`src/ccx_exec_fix.sv`:
```
// Holds no logic; the unit's modules live in their own files.

```
`src/ccx_pkg.sv`:
```
// Constants shared by the call, compare and complement execution unit.
// Assumes one core clock; this file holds no logic.
package ccx_pkg;

	// Opcode bytes and fields
	localparam logic [7:0] OPC_CALL_LONG = 8'hdb; // Long call, first byte
	localparam logic [2:0] OPC_CALL_LONG_B1 = 3'h2; // Fixed top bits of second byte
	localparam logic [4:0] OPC_CALL_SHORT = 5'h1d; // Short call, top five bits
	localparam logic [7:0] OPC_CARRY_INVERT = 8'hd6; // Carry complement
	localparam logic [7:0] OPC_PREFIX_DD = 8'hdd; // Complement, compare prefix
	localparam logic [7:0] OPC_COM_B1 = 8'h3f; // Accumulator complement, second byte
	localparam logic [7:0] OPC_CP_REG_IMM = 8'hd9; // Register against immediate
	localparam logic [3:0] OPC_CP_HL_IMM_B1 = 4'h7; // Memory against immediate
	localparam logic [4:0] OPC_CP_ACC_REG_B1 = 5'h0d; // Accumulator against register
	localparam logic [7:0] OPC_CP_ACC_MEM = 8'h38; // Accumulator against memory
	localparam logic [7:0] OPC_PREFIX_DC = 8'hdc; // Pair compare prefix
	localparam logic [7:0] OPC_CP_PAIR_MEM_B1 = 8'h09; // Pair against memory
	localparam logic [4:0] OPC_CP_PAIR_REG_B1 = 5'h1d; // Pair against register pair
	localparam logic [7:0] OPC_BIT_XOR = 8'hf7; // Bit exclusive-or prefix
	localparam logic [1:0] OPC_BIT_XOR_HDA = 2'h0; // H plus direct address form

	// Cycle counts and pointer arithmetic
	localparam logic [2:0] CYC_CALL_LONG = 3'h4;
	localparam logic [2:0] CYC_CALL_SHORT = 3'h3;
	localparam logic [2:0] CYC_CARRY_INVERT = 3'h1;
	localparam logic [2:0] CYC_COM = 3'h2;
	localparam logic [2:0] CYC_CP_TWO_BYTE = 3'h2;
	localparam logic [2:0] CYC_CP_ONE_BYTE = 3'h1;
	localparam logic [2:0] CYC_BIT_XOR = 3'h2;
	localparam logic [13:0] RET_INC_LONG = 14'h0003;
	localparam logic [13:0] RET_INC_SHORT = 14'h0002;
	localparam logic [7:0] STACK_FRAME = 8'h06;
	localparam logic [7:0] STACK_STEP = 8'h02;

	// Executed operations
	typedef enum logic [3:0] {
		OP_NONE = 4'b0000,
		OP_CALL_LONG = 4'b0001,
		OP_CALL_SHORT = 4'b0010,
		OP_CARRY_INVERT = 4'b0011,
		OP_COM = 4'b0100,
		OP_CP_REG_IMM = 4'b0101,
		OP_CP_HL_IMM = 4'b0110,
		OP_CP_ACC_REG = 4'b0111,
		OP_CP_ACC_MEM = 4'b1000,
		OP_CP_PAIR_MEM = 4'b1001,
		OP_CP_PAIR_REG = 4'b1010,
		OP_BIT_XOR = 4'b1011
	} ccx_op_t;

	// Sequencer states
	typedef enum logic {
		ST_IDLE = 1'b0,
		ST_RUN = 1'b1
	} ccx_state_t;

endpackage : ccx_pkg

```
`src/ccx_exec.sv`:
```
// Execution unit for calls, complements, compare-and-skip and bit xor.
// Assumes core state inputs are held steady while busy, and an
// asynchronous-read nibble data memory on the same clock.
//
// Overview of operation
// - Bit xor address is H then low nibble
// - Long call: three bytes, four cycles, PC+3
// - Long call pushes six nibbles below SP
// - Bank enable bits share one pushed nibble
// - Long target from second and third bytes
// - Long call loads target into PC
// - Short call: two bytes, three cycles, PC+2
// - Short call clears PC above eleven bits
// - Short call pushes only PC bits 10-0
// - Carry invert flips carry in one cycle
// - Accumulator complement inverts all four bits
// - Compare subtracts, skips next when equal
// - Compare forms and their base cycle counts
// - Pair against memory checks two nibbles
`timescale 1ns/100ps
module ccx_exec (
	// Clock and reset
	input wire logic core_clk,
	input wire logic rst_n,
	// Instruction from fetch
	input wire logic instrStart,
	input wire logic [7:0] instrByte0,
	input wire logic [7:0] instrByte1,
	input wire logic [7:0] instrByte2,
	input wire logic [1:0] skippedCycles,
	// Core state
	input wire logic [13:0] pcIn,
	input wire logic [7:0] spIn,
	input wire logic carryIn,
	input wire logic [3:0] accIn,
	input wire logic [3:0] extIn,
	input wire logic [7:0] pointerPair,
	input wire logic [31:0] regFile,
	input wire logic memoryBankEnable,
	input wire logic registerBankEnable,
	// Data memory read
	output logic memRdEn,
	output logic [7:0] memRdAddr,
	input wire logic [3:0] memRdData,
	// Stack write
	output logic stkWe,
	output logic [7:0] stkAddr,
	output logic [7:0] stkData,
	// Results
	output logic busy,
	output logic execDone,
	output logic illegalOp,
	output logic pcLoad,
	output logic [13:0] pcValue,
	output logic spLoad,
	output logic [7:0] spValue,
	output logic carryLoad,
	output logic carryValue,
	output logic accLoad,
	output logic [3:0] accValue,
	output logic skipNext
);
	ccx_pkg::ccx_state_t state, next_state; // Sequencer state
	ccx_pkg::ccx_op_t op, next_op; // Operation in flight
	logic [7:0] b1, next_b1; // Held second byte
	logic [7:0] b2, next_b2; // Held third byte
	logic [13:0] pcHeld, next_pcHeld; // PC of the instruction
	logic [7:0] spHeld, next_spHeld; // SP at start
	logic [1:0] skipLen, next_skipLen; // Cycles of following instruction
	logic [2:0] step, next_step; // Cycle within execution
	logic [2:0] lastStep, next_lastStep; // Final step index
	logic eqLow, next_eqLow; // First nibble matched
	logic [2:0] shortHi, next_shortHi; // Short target bits 10-8
	logic next_busy, next_execDone, next_illegalOp;
	logic next_pcLoad, next_spLoad, next_carryLoad, next_accLoad, next_skipNext;
	logic [13:0] next_pcValue;
	logic [7:0] next_spValue;
	logic next_carryValue;
	logic [3:0] next_accValue;
	logic next_memRdEn;
	logic [7:0] next_memRdAddr;
	ccx_pkg::ccx_op_t startOp; // Decode of incoming bytes
	logic accept; // Instruction taken this cycle
	logic pushGo; // Start of stack frame
	logic [13:0] pushPc; // PC feeding the frame
	logic [7:0] frameHigh, frameMid, frameLow;
	logic [7:0] cmpLhs, cmpRhs; // Compare operands
	logic cmpWide;
	logic cmpEqual;
	logic evalNow; // Final compare this cycle
	logic extend; // Skip lengthens execution
	logic [2:0] effLast; // Last step after any skip

	// Nibble register by index
	function automatic logic [3:0] regNib(input logic [31:0] rf, input logic [2:0] idx);
		regNib = rf[{idx, 2'b00} +: 4];
	endfunction : regNib

	// Operation decode
	function automatic ccx_pkg::ccx_op_t decodeOp(input logic [7:0] c0, input logic [7:0] c1);
		decodeOp = ccx_pkg::OP_NONE;
		if (c0 == ccx_pkg::OPC_CALL_LONG && c1[7:5] == ccx_pkg::OPC_CALL_LONG_B1)
			decodeOp = ccx_pkg::OP_CALL_LONG;
		else if (c0[7:3] == ccx_pkg::OPC_CALL_SHORT)
			decodeOp = ccx_pkg::OP_CALL_SHORT;
		else if (c0 == ccx_pkg::OPC_CARRY_INVERT)
			decodeOp = ccx_pkg::OP_CARRY_INVERT;
		else if (c0 == ccx_pkg::OPC_CP_REG_IMM && !c1[3])
			decodeOp = ccx_pkg::OP_CP_REG_IMM;
		else if (c0 == ccx_pkg::OPC_CP_ACC_MEM)
			decodeOp = ccx_pkg::OP_CP_ACC_MEM;
		else if (c0 == ccx_pkg::OPC_PREFIX_DD) begin
			if (c1 == ccx_pkg::OPC_COM_B1)
				decodeOp = ccx_pkg::OP_COM;
			else if (c1[7:4] == ccx_pkg::OPC_CP_HL_IMM_B1)
				decodeOp = ccx_pkg::OP_CP_HL_IMM;
			else if (c1[7:3] == ccx_pkg::OPC_CP_ACC_REG_B1)
				decodeOp = ccx_pkg::OP_CP_ACC_REG;
		end else if (c0 == ccx_pkg::OPC_PREFIX_DC) begin
			if (c1 == ccx_pkg::OPC_CP_PAIR_MEM_B1)
				decodeOp = ccx_pkg::OP_CP_PAIR_MEM;
			else if (c1[7:3] == ccx_pkg::OPC_CP_PAIR_REG_B1 && !c1[0])
				decodeOp = ccx_pkg::OP_CP_PAIR_REG;
		end else if (c0 == ccx_pkg::OPC_BIT_XOR && c1[7:6] == ccx_pkg::OPC_BIT_XOR_HDA)
			decodeOp = ccx_pkg::OP_BIT_XOR;
	endfunction : decodeOp

	// Base cycle count of an operation
	function automatic logic [2:0] baseCycles(input ccx_pkg::ccx_op_t o);
		unique case (o)
			ccx_pkg::OP_CALL_LONG: baseCycles = ccx_pkg::CYC_CALL_LONG;
			ccx_pkg::OP_CALL_SHORT: baseCycles = ccx_pkg::CYC_CALL_SHORT;
			ccx_pkg::OP_CARRY_INVERT: baseCycles = ccx_pkg::CYC_CARRY_INVERT;
			ccx_pkg::OP_COM: baseCycles = ccx_pkg::CYC_COM;
			ccx_pkg::OP_CP_ACC_MEM: baseCycles = ccx_pkg::CYC_CP_ONE_BYTE;
			ccx_pkg::OP_BIT_XOR: baseCycles = ccx_pkg::CYC_BIT_XOR;
			ccx_pkg::OP_NONE: baseCycles = ccx_pkg::CYC_CP_ONE_BYTE;
			default: baseCycles = ccx_pkg::CYC_CP_TWO_BYTE;
		endcase
	endfunction : baseCycles

	assign startOp = decodeOp(instrByte0, instrByte1);
	assign accept = instrStart && (state == ccx_pkg::ST_IDLE);

	// Frame content; short call starts its frame at acceptance
	always_comb begin
		pushPc = (state == ccx_pkg::ST_IDLE) ? pcIn : pcHeld;
		pushGo = 1'b0;
		frameHigh = 8'h00;
		frameMid = 8'h00;
		frameLow = 8'h00;
		if (accept && startOp == ccx_pkg::OP_CALL_SHORT) begin
			pushGo = 1'b1;
			pushPc = pcIn + ccx_pkg::RET_INC_SHORT;
			frameLow = {5'h00, pushPc[10:8]};
		end else if (state == ccx_pkg::ST_RUN && op == ccx_pkg::OP_CALL_LONG && step == 3'h0) begin
			pushGo = 1'b1;
			pushPc = pcHeld + ccx_pkg::RET_INC_LONG;
			// PC bits 12-8, upper bits zero
			frameLow = {3'h0, pushPc[12:8]};
		end
		// bank enables in low two bits
		frameHigh = {6'h00, memoryBankEnable, registerBankEnable};
		frameMid = pushPc[7:0];
	end

	ccx_stack_push u_push (
		.core_clk(core_clk),
		.rst_n(rst_n),
		.go(pushGo),
		.stackPtr((state == ccx_pkg::ST_IDLE) ? spIn : spHeld),
		.byteHigh(frameHigh),
		.byteMid(frameMid),
		.byteLow(frameLow),
		.stkWe(stkWe),
		.stkAddr(stkAddr),
		.stkData(stkData)
	);

	// Compare operand selection
	always_comb begin
		cmpLhs = 8'h00;
		cmpRhs = 8'h00;
		cmpWide = 1'b0;
		evalNow = 1'b0;
		if (state == ccx_pkg::ST_RUN) begin
			unique case (op)
				ccx_pkg::OP_CP_REG_IMM: begin
					cmpLhs = {4'h0, regNib(regFile, b1[2:0])};
					cmpRhs = {4'h0, b1[7:4]};
					evalNow = (step == 3'h0);
				end
				ccx_pkg::OP_CP_HL_IMM: begin
					cmpLhs = {4'h0, memRdData};
					cmpRhs = {4'h0, b1[3:0]};
					evalNow = (step == 3'h0);
				end
				ccx_pkg::OP_CP_ACC_REG: begin
					cmpLhs = {4'h0, accIn};
					cmpRhs = {4'h0, regNib(regFile, b1[2:0])};
					evalNow = (step == 3'h0);
				end
				ccx_pkg::OP_CP_ACC_MEM: begin
					cmpLhs = {4'h0, accIn};
					cmpRhs = {4'h0, memRdData};
					evalNow = (step == 3'h0);
				end
				// A against (HL), then E against (HL+1)
				ccx_pkg::OP_CP_PAIR_MEM: begin
					cmpLhs = {4'h0, (step == 3'h0) ? accIn : extIn};
					cmpRhs = {4'h0, memRdData};
					evalNow = (step == 3'h1);
				end
				ccx_pkg::OP_CP_PAIR_REG: begin
					cmpLhs = {extIn, accIn};
					cmpRhs = {regNib(regFile, {b1[2:1], 1'b1}), regNib(regFile, {b1[2:1], 1'b0})};
					cmpWide = 1'b1;
					evalNow = (step == 3'h0);
				end
				default: begin
					cmpLhs = 8'h00;
				end
			endcase
		end
	end

	ccx_compare u_cmp (
		.lhs(cmpLhs),
		.rhs(cmpRhs),
		.wide(cmpWide),
		.equal(cmpEqual)
	);

	always_comb begin
		extend = evalNow && cmpEqual && (op != ccx_pkg::OP_CP_PAIR_MEM || eqLow);
		effLast = extend ? (lastStep + {1'b0, skipLen}) : lastStep;
	end

	// Sequencer and result next values
	always_comb begin
		next_state = state;
		next_op = op;
		next_b1 = b1;
		next_b2 = b2;
		next_pcHeld = pcHeld;
		next_spHeld = spHeld;
		next_skipLen = skipLen;
		next_step = step;
		next_lastStep = lastStep;
		next_eqLow = eqLow;
		next_busy = busy;
		next_execDone = 1'b0;
		next_illegalOp = 1'b0;
		next_pcLoad = 1'b0;
		next_spLoad = 1'b0;
		next_carryLoad = 1'b0;
		next_accLoad = 1'b0;
		next_skipNext = skipNext;
		next_pcValue = pcValue;
		next_spValue = spValue;
		next_carryValue = carryValue;
		next_accValue = accValue;
		next_memRdEn = 1'b0;
		next_memRdAddr = memRdAddr;
		unique case (state)
			ccx_pkg::ST_IDLE: begin
				if (accept) begin
					next_state = ccx_pkg::ST_RUN;
					next_busy = 1'b1;
					next_op = startOp;
					next_b1 = instrByte1;
					next_b2 = instrByte2;
					next_pcHeld = pcIn;
					next_spHeld = spIn;
					next_skipLen = skippedCycles;
					next_step = 3'h0;
					next_lastStep = baseCycles(startOp) - 3'h1;
					next_eqLow = 1'b0;
					next_skipNext = 1'b0;
					// Memory operand read in the first cycle
					if (startOp == ccx_pkg::OP_CP_HL_IMM || startOp == ccx_pkg::OP_CP_ACC_MEM
						|| startOp == ccx_pkg::OP_CP_PAIR_MEM) begin
						next_memRdEn = 1'b1;
						next_memRdAddr = pointerPair;
					end else if (startOp == ccx_pkg::OP_BIT_XOR) begin
						next_memRdEn = 1'b1;
						next_memRdAddr = {pointerPair[7:4], instrByte1[3:0]};
					end
				end
			end
			ccx_pkg::ST_RUN: begin
				next_step = step + 3'h1;
				next_lastStep = effLast;
				if (op == ccx_pkg::OP_CP_PAIR_MEM && step == 3'h0) begin
					next_eqLow = cmpEqual;
					next_memRdEn = 1'b1;
					next_memRdAddr = memRdAddr + 8'h01;
				end
				if (extend)
					next_skipNext = 1'b1;
				if (op == ccx_pkg::OP_BIT_XOR && step == 3'h0)
					next_carryValue = carryIn ^ memRdData[b1[5:4]];
				if (step == effLast) begin
					next_state = ccx_pkg::ST_IDLE;
					next_busy = 1'b0;
					next_execDone = 1'b1;
					next_illegalOp = (op == ccx_pkg::OP_NONE);
					unique case (op)
						ccx_pkg::OP_CALL_LONG: begin
							next_pcLoad = 1'b1;
							next_pcValue = {1'b0, b1[4:0], b2};
							next_spLoad = 1'b1;
							next_spValue = spHeld - ccx_pkg::STACK_FRAME;
						end
						ccx_pkg::OP_CALL_SHORT: begin
							next_pcLoad = 1'b1;
							next_pcValue = {3'h0, shortHi, b1};
							next_spLoad = 1'b1;
							next_spValue = spHeld - ccx_pkg::STACK_FRAME;
						end
						ccx_pkg::OP_CARRY_INVERT: begin
							next_carryLoad = 1'b1;
							next_carryValue = ~carryIn;
						end
						ccx_pkg::OP_COM: begin
							next_accLoad = 1'b1;
							next_accValue = ~accIn;
						end
						ccx_pkg::OP_BIT_XOR: begin
							next_carryLoad = 1'b1;
						end
						default: begin
							next_pcLoad = 1'b0;
						end
					endcase
				end
			end
		endcase
	end

	// First-byte address bits captured at acceptance
	always_comb begin
		next_shortHi = shortHi;
		if (accept)
			next_shortHi = instrByte0[2:0];
	end

	// Registers
	always_ff @(posedge core_clk or negedge rst_n) begin
		if (!rst_n) begin
			state <= ccx_pkg::ST_IDLE;
			op <= ccx_pkg::OP_NONE;
			b1 <= 8'h00;
			b2 <= 8'h00;
			pcHeld <= 14'h0000;
			spHeld <= 8'h00;
			skipLen <= 2'h0;
			step <= 3'h0;
			lastStep <= 3'h0;
			eqLow <= 1'b0;
			shortHi <= 3'h0;
			busy <= 1'b0;
			execDone <= 1'b0;
			illegalOp <= 1'b0;
			pcLoad <= 1'b0;
			pcValue <= 14'h0000;
			spLoad <= 1'b0;
			spValue <= 8'h00;
			carryLoad <= 1'b0;
			carryValue <= 1'b0;
			accLoad <= 1'b0;
			accValue <= 4'h0;
			skipNext <= 1'b0;
			memRdEn <= 1'b0;
			memRdAddr <= 8'h00;
		end else begin
			state <= next_state;
			op <= next_op;
			b1 <= next_b1;
			b2 <= next_b2;
			pcHeld <= next_pcHeld;
			spHeld <= next_spHeld;
			skipLen <= next_skipLen;
			step <= next_step;
			lastStep <= next_lastStep;
			eqLow <= next_eqLow;
			shortHi <= next_shortHi;
			busy <= next_busy;
			execDone <= next_execDone;
			illegalOp <= next_illegalOp;
			pcLoad <= next_pcLoad;
			pcValue <= next_pcValue;
			spLoad <= next_spLoad;
			spValue <= next_spValue;
			carryLoad <= next_carryLoad;
			carryValue <= next_carryValue;
			accLoad <= next_accLoad;
			accValue <= next_accValue;
			skipNext <= next_skipNext;
			memRdEn <= next_memRdEn;
			memRdAddr <= next_memRdAddr;
		end
	end
endmodule : ccx_exec

```
`src/ccx_compare.sv`:
```
// Equality by subtraction for compare-and-skip.
// Assumes operands are stable same-clock values.
`timescale 1ns/100ps
module ccx_compare (
	// Operands
	input wire logic [7:0] lhs,
	input wire logic [7:0] rhs,
	input wire logic wide,
	// Result
	output logic equal
);
	logic [7:0] diff; // Destination minus source

	// Difference, upper nibble ignored for nibble compares
	always_comb begin
		diff = lhs - rhs;
		equal = wide ? (diff == 8'h00) : (diff[3:0] == 4'h0);
	end
endmodule : ccx_compare

```
`src/ccx_stack_push.sv`:
```
// Writes a three-byte call frame below the stack pointer.
// Assumes a byte-wide stack port: high nibble at addr+1, low at addr.
`timescale 1ns/100ps
module ccx_stack_push (
	// Clock and reset
	input wire logic core_clk,
	input wire logic rst_n,
	// Frame request
	input wire logic go,
	input wire logic [7:0] stackPtr,
	input wire logic [7:0] byteHigh,
	input wire logic [7:0] byteMid,
	input wire logic [7:0] byteLow,
	// Stack write port
	output logic stkWe,
	output logic [7:0] stkAddr,
	output logic [7:0] stkData
);
	logic [1:0] left; // Writes still to issue after this one
	logic [1:0] next_left;
	logic [7:0] midByte; // Held return address low byte
	logic [7:0] lowByte; // Held return address high part
	logic [7:0] next_midByte;
	logic [7:0] next_lowByte;
	logic next_stkWe;
	logic [7:0] next_stkAddr;
	logic [7:0] next_stkData;

	// One write per cycle, pointer walking down by two nibbles
	always_comb begin
		next_left = left;
		next_midByte = midByte;
		next_lowByte = lowByte;
		next_stkWe = 1'b0;
		next_stkAddr = stkAddr;
		next_stkData = stkData;
		if (go) begin
			// Bank enables at SP-1/SP-2
			next_stkWe = 1'b1;
			next_stkAddr = stackPtr - ccx_pkg::STACK_STEP;
			next_stkData = byteHigh;
			next_midByte = byteMid;
			next_lowByte = byteLow;
			next_left = 2'h2;
		end else if (left != 2'h0) begin
			// Return address at SP-3/SP-4 then SP-5/SP-6
			next_stkWe = 1'b1;
			next_stkAddr = stkAddr - ccx_pkg::STACK_STEP;
			next_stkData = (left == 2'h2) ? midByte : lowByte;
			next_left = left - 2'h1;
		end
	end

	// Registers
	always_ff @(posedge core_clk or negedge rst_n) begin
		if (!rst_n) begin
			left <= 2'h0;
			midByte <= 8'h00;
			lowByte <= 8'h00;
			stkWe <= 1'b0;
			stkAddr <= 8'h00;
			stkData <= 8'h00;
		end else begin
			left <= next_left;
			midByte <= next_midByte;
			lowByte <= next_lowByte;
			stkWe <= next_stkWe;
			stkAddr <= next_stkAddr;
			stkData <= next_stkData;
		end
	end
endmodule : ccx_stack_push

```
`config.mk`:
```
export PLATFORM = sky130hd
export DESIGN_NAME = ccx_exec
export DESIGN_NICKNAME = d
export VERILOG_FILES = /design/src/ccx_exec_fix.sv /design/src/ccx_pkg.sv /design/src/ccx_exec.sv /design/src/ccx_compare.sv /design/src/ccx_stack_push.sv
export SDC_FILE = /design/constraint.sdc
export NUM_CORES = 1
export LEC_CHECK = 0
export BUFFER_PORTS_ARGS = -buffer_cell sky130_fd_sc_hd__clkbuf_2
export CELL_PAD_IN_SITES_DETAIL_PLACEMENT = 0
export CELL_PAD_IN_SITES_GLOBAL_PLACEMENT = 2
export CORE_ASPECT_RATIO = 0.7
export CORE_UTILIZATION = 36
export DETAILED_ROUTE_END_ITERATION = 8
export PLACE_DENSITY_LB_ADDON = 0.1
export SLEW_MARGIN = 20
export SYNTH_ARGS = -nofsm -noshare
export SYNTH_HDL_FRONTEND = slang
export SYNTH_SLANG_ARGS = --single-unit
```
`constraint.sdc`:
```
create_clock -name core_clk -period 7.08 [get_ports core_clk]
set_input_delay 0.354 -clock core_clk [delete_from_list [all_inputs] [get_ports core_clk]]
set_output_delay 0.354 -clock core_clk [all_outputs]
set_load 0.005 [all_outputs]
```
==> run summary <==
Power share of the clock group: 28.7%
Core box area: 20920 sq um
Initial antenna violation count: 0
Final worst slack: 2.088 ns
Fmax: 0.2003 GHz
Util after Layout: 45.10%
# rows: 44
Cell-by-cell trace of the critical path: mux4_2, a21oi_1, nand2b_1, a21oi_1, ha_1, and2_1, o21ai_0, o211a_1, o221ai_1, o21ai_0, a31o_2, xor2_2, nor3_4, buf_4, mux2_2
Pin count of the biggest net entering global routing: 69
Final setup viols: 0
DRT iter0 DRCs: 500
Mapped Cells: 864
Post-synth top flop: dfrtp_1
Largest cells by area after synthesis: dfrtp_1 41%, nand2_1 9.4%, mux2_2 5.5%
Root buf cell: clkbuf_16
Sw frac: 36.90%
Via density per instance: 5.150
Non-Filler Instances: 1302
Post-synth ARST share: 100.0%
Sequential area share after synthesis: 41.38%
DR WL/cell: 18.06 um
Clock Skews: 0.01206 ns
Vias: 6705
Setup bufs post-CTS: 0
Worst Tran Pin Value: 0.9097 ns
Slew headroom: 39.35%
Hold WS: 0.1251 ns
Die width: 177.3 um
Worst Path Required: 7.38 ns
Total negative slack: 0 ns
DP Wirelength: 17440 um
Highest-count cells in the layout ignoring fill and taps: 194 x nand2_1, 163 x clkbuf_2, 127 x dfrtp_1, 64 x nor2_1, 44 x o21ai_0
Mapped Nets: 990
Worst Setup End Kind: flip-flop
Outcome: finished clean
R2R Path Start: b1[1]
Syn Std Cell Area: 7740 sq um
Yosys top cell by area: dfrtp_1
Pleak: 4.558 nW
Layout cells sized above 1: 26.12%
P_sw: 1.201 mW
Die area: 22100 sq um
Vias in the first global route: 6597
Total wire length: 23520 um
CP max stage delay: 0.80 ns
Commonest non-fill, non-tap cell in the layout: nand2_1
Maximum buffer depth of the clock tree: 2
Height of the die: 124.7 um
Power Internal: 2.054 mW
Critical Path AT: 5.30 ns
Synth top area share: 41.38%
Logic gate share of total power: 33.0%
DP Cell Count: 1269
Worst VDD drop: 0.1720 mV
CP Launch Type: flip-flop
Setup CP Type: reg2reg
Placement Setup Slack: 2.122 ns
First-pass GRT wire length: 37820 um
Area added between synthesis and finish: 21.89%
Compound-cell area share of the yosys netlist: 12.84%
Initial core utilization: 37.00%
Hold Violations, Final: 0
Clock-pin slew on the worst setup and hold paths: 0.06 ns
Worst hold start: instrByte2[6]
RSZ-0062 raised after global routing: false
Ports: 167
Crit share post-route: 70.51%
GPL Wtd Cong: 0.8168
Seq pwr share: 38.3%
Largest family of logic cells by synthesized area: simple AND/OR/NAND/NOR gates
Filler cells: 2113
TritonCTS Sinks: 128
Syn. warnings: 0
Antenna cell count: 0
Count of flip-flops with a built-in enable after synthesis: 0
Slowest CP cell: dfrtp_1
Residual DRC: 0
Post-synthesis adder-cell area fraction: 3.330%
FF-to-FF setup slack: 2.09 ns
Mux cell area share after synthesis: 11.74%
Crit-path max FO: 22
Final net count: 1139
DRT Pass-1 Iters: 5
Power density over the cells: 345.0 nW/um^2
Synth cell types: 70
Skew-Pair Late Insertion Delay: 0.42 ns
GRT overflow: 0
Routed Antenna Nets: 0
Total track usage: 22.22%
CTS buffer count: 17
Maxcap violations: 0
FF-to-FF path depth: 15
Hold path cells: 3
CTS tree: built
Register bit total from synthesis: 128
Hold Path End: b2[6]
Max Slew Vio Count: 0
Critical R2R Capture: pcValue[4]
Period minus WS final: 4.992 ns
Post-Synth Simple-Gate Area: 23.41%
Class of the worst hold path: in2reg
IO buf count: 164
H-tree levels: 4
Avg Cell Area, Syn: 8.958 sq um
Xor-xnor portion of the synthesized cell area: 3.831%
==> what timing repair did <==
action,in CTS,in global routing
hold buffers,1,0
endpoints found under the hold margin,60,0
gates resized for setup,0,0
setup endpoints to repair,0,0
==> kinds of logic (layout without fill, tap and decap cells) <==
| logic type | Yosys count | after routing |
|---|---|---|
| AND/OR/NAND/NOR | 387 | 387 |
| adder cells (fa/ha/maj) | 20 | 20 |
| XOR/XNOR | 33 | 33 |
| buffers and inverters | 64 | 226 |
| multiplexers | 76 | 76 |
| flip-flops | 128 | 128 |
| other | 1 | 1 |
| AO/OA/AOI/OAI | 155 | 155 |
==> cell type report <==
| cell class | instances | area, sq um | share of cell area (%) |
|---|---|---|---|
| sequential | 128 | 3204 | 33.97 |
| timing repair buffer | 174 | 904.6 | 9.589 |
| clock buffer | 18 | 439.2 | 4.655 |
| clock inverter | 14 | 177.7 | 1.883 |
| multi-input combinational | 672 | 4288 | 45.45 |
| tap | 276 | 345.3 | 3.660 |
| inverter | 20 | 75.07 | 0.7958 |
==> worst max path at each step <==
stage          start          end  slack [ns]  depth (start not counted)
2_1_floorplan  state  pcValue[10]        2.72                         16
3_3_place_gp   b1[1]   spValue[6]        2.15                         15
3_5_place_dp   b1[1]   pcValue[4]        2.12                         15
4_1_cts        b1[1]   pcValue[4]        2.10                         15
5_1_grt        b1[1]   pcValue[4]        1.72                         15
6_report       b1[1]   pcValue[4]        2.09                         15
==> Yosys cell counts (all sizes together), types with 3 or more instances <==
library cell,count
a211oi,3
nand2,194
nor2b,12
nand3,23
xnor2,12
and2,3
nor3b,7
clkbuf,34
a31oi,5
and3,14
nor4,4
nand3b,3
o21a,6
a22oi,5
dfrtp,128
mux2i,30
or3,4
nand2b,15
mux4,8
nor3,18
nand4b,3
o221ai,6
mux2,38
or2,4
o31ai,4
o21ai,45
nor2,64
inv,19
o211ai,12
o211a,3
xor2,21
nand4,8
a222oi,4
buf,10
or4,3
ha,19
a21oi,42
==> layer usage <==
metal	vias to the layer above	global-route usage, %	wire length [um]
met5	-	0	0
li1	3343	-	-
met3	10	5.189	1448
met1	3179	36.60	12980
met4	0	4.726	147
met2	173	28.22	8945
==> power by group through the flow <==
stage,Clock (mW),Combinational [mW],Sequential [mW]
after floorplan,0,0.775,1.16
after global placement,0,1.07,1.26
after detailed placement,0,1.08,1.26
after CTS,0.956,1.08,1.25
after global routing,0.988,1.22,1.29
final,0.933,1.07,1.25
==> registers in the layout, indices dropped and copies added, names as in the netlist, 2 cells and up <==
| name | flops |
|---|---|
| u_push.stkData | 8 |
| step | 3 |
| spValue | 8 |
| b1 | 8 |
| skipLen | 2 |
| u_push.midByte | 8 |
| b2 | 8 |
| memRdAddr | 8 |
| lastStep | 3 |
| op | 4 |
| u_push.lowByte | 5 |
| accValue | 4 |
| pcValue | 13 |
| u_push.stkAddr | 8 |
| shortHi | 3 |
| spHeld | 8 |
| u_push.left | 2 |
| pcHeld | 13 |
==> per-stage QoR <==
step	power, mW	cell area, sq um
6_report	3.255	9434
5_1_grt	3.498	9434
4_1_cts	3.288	9434
3_5_place_dp	2.336	8807
3_3_place_gp	2.326	8807
2_1_floorplan	1.935	7740
==> critical path: cells and delay by family, from the launching register on <==
family                     cells  cell delay, ns
adders and majority gates      1            0.35
and+or+nand+nor                3            0.52
muxes                          2            1.01
DFF                            1            0.80
AOI/OAI and AO/OA              7            1.69
xor gates and xnor gates       1            0.13
buffers and inverters          1            0.34
Note: power is estimated with default switching activity, not from simulation.
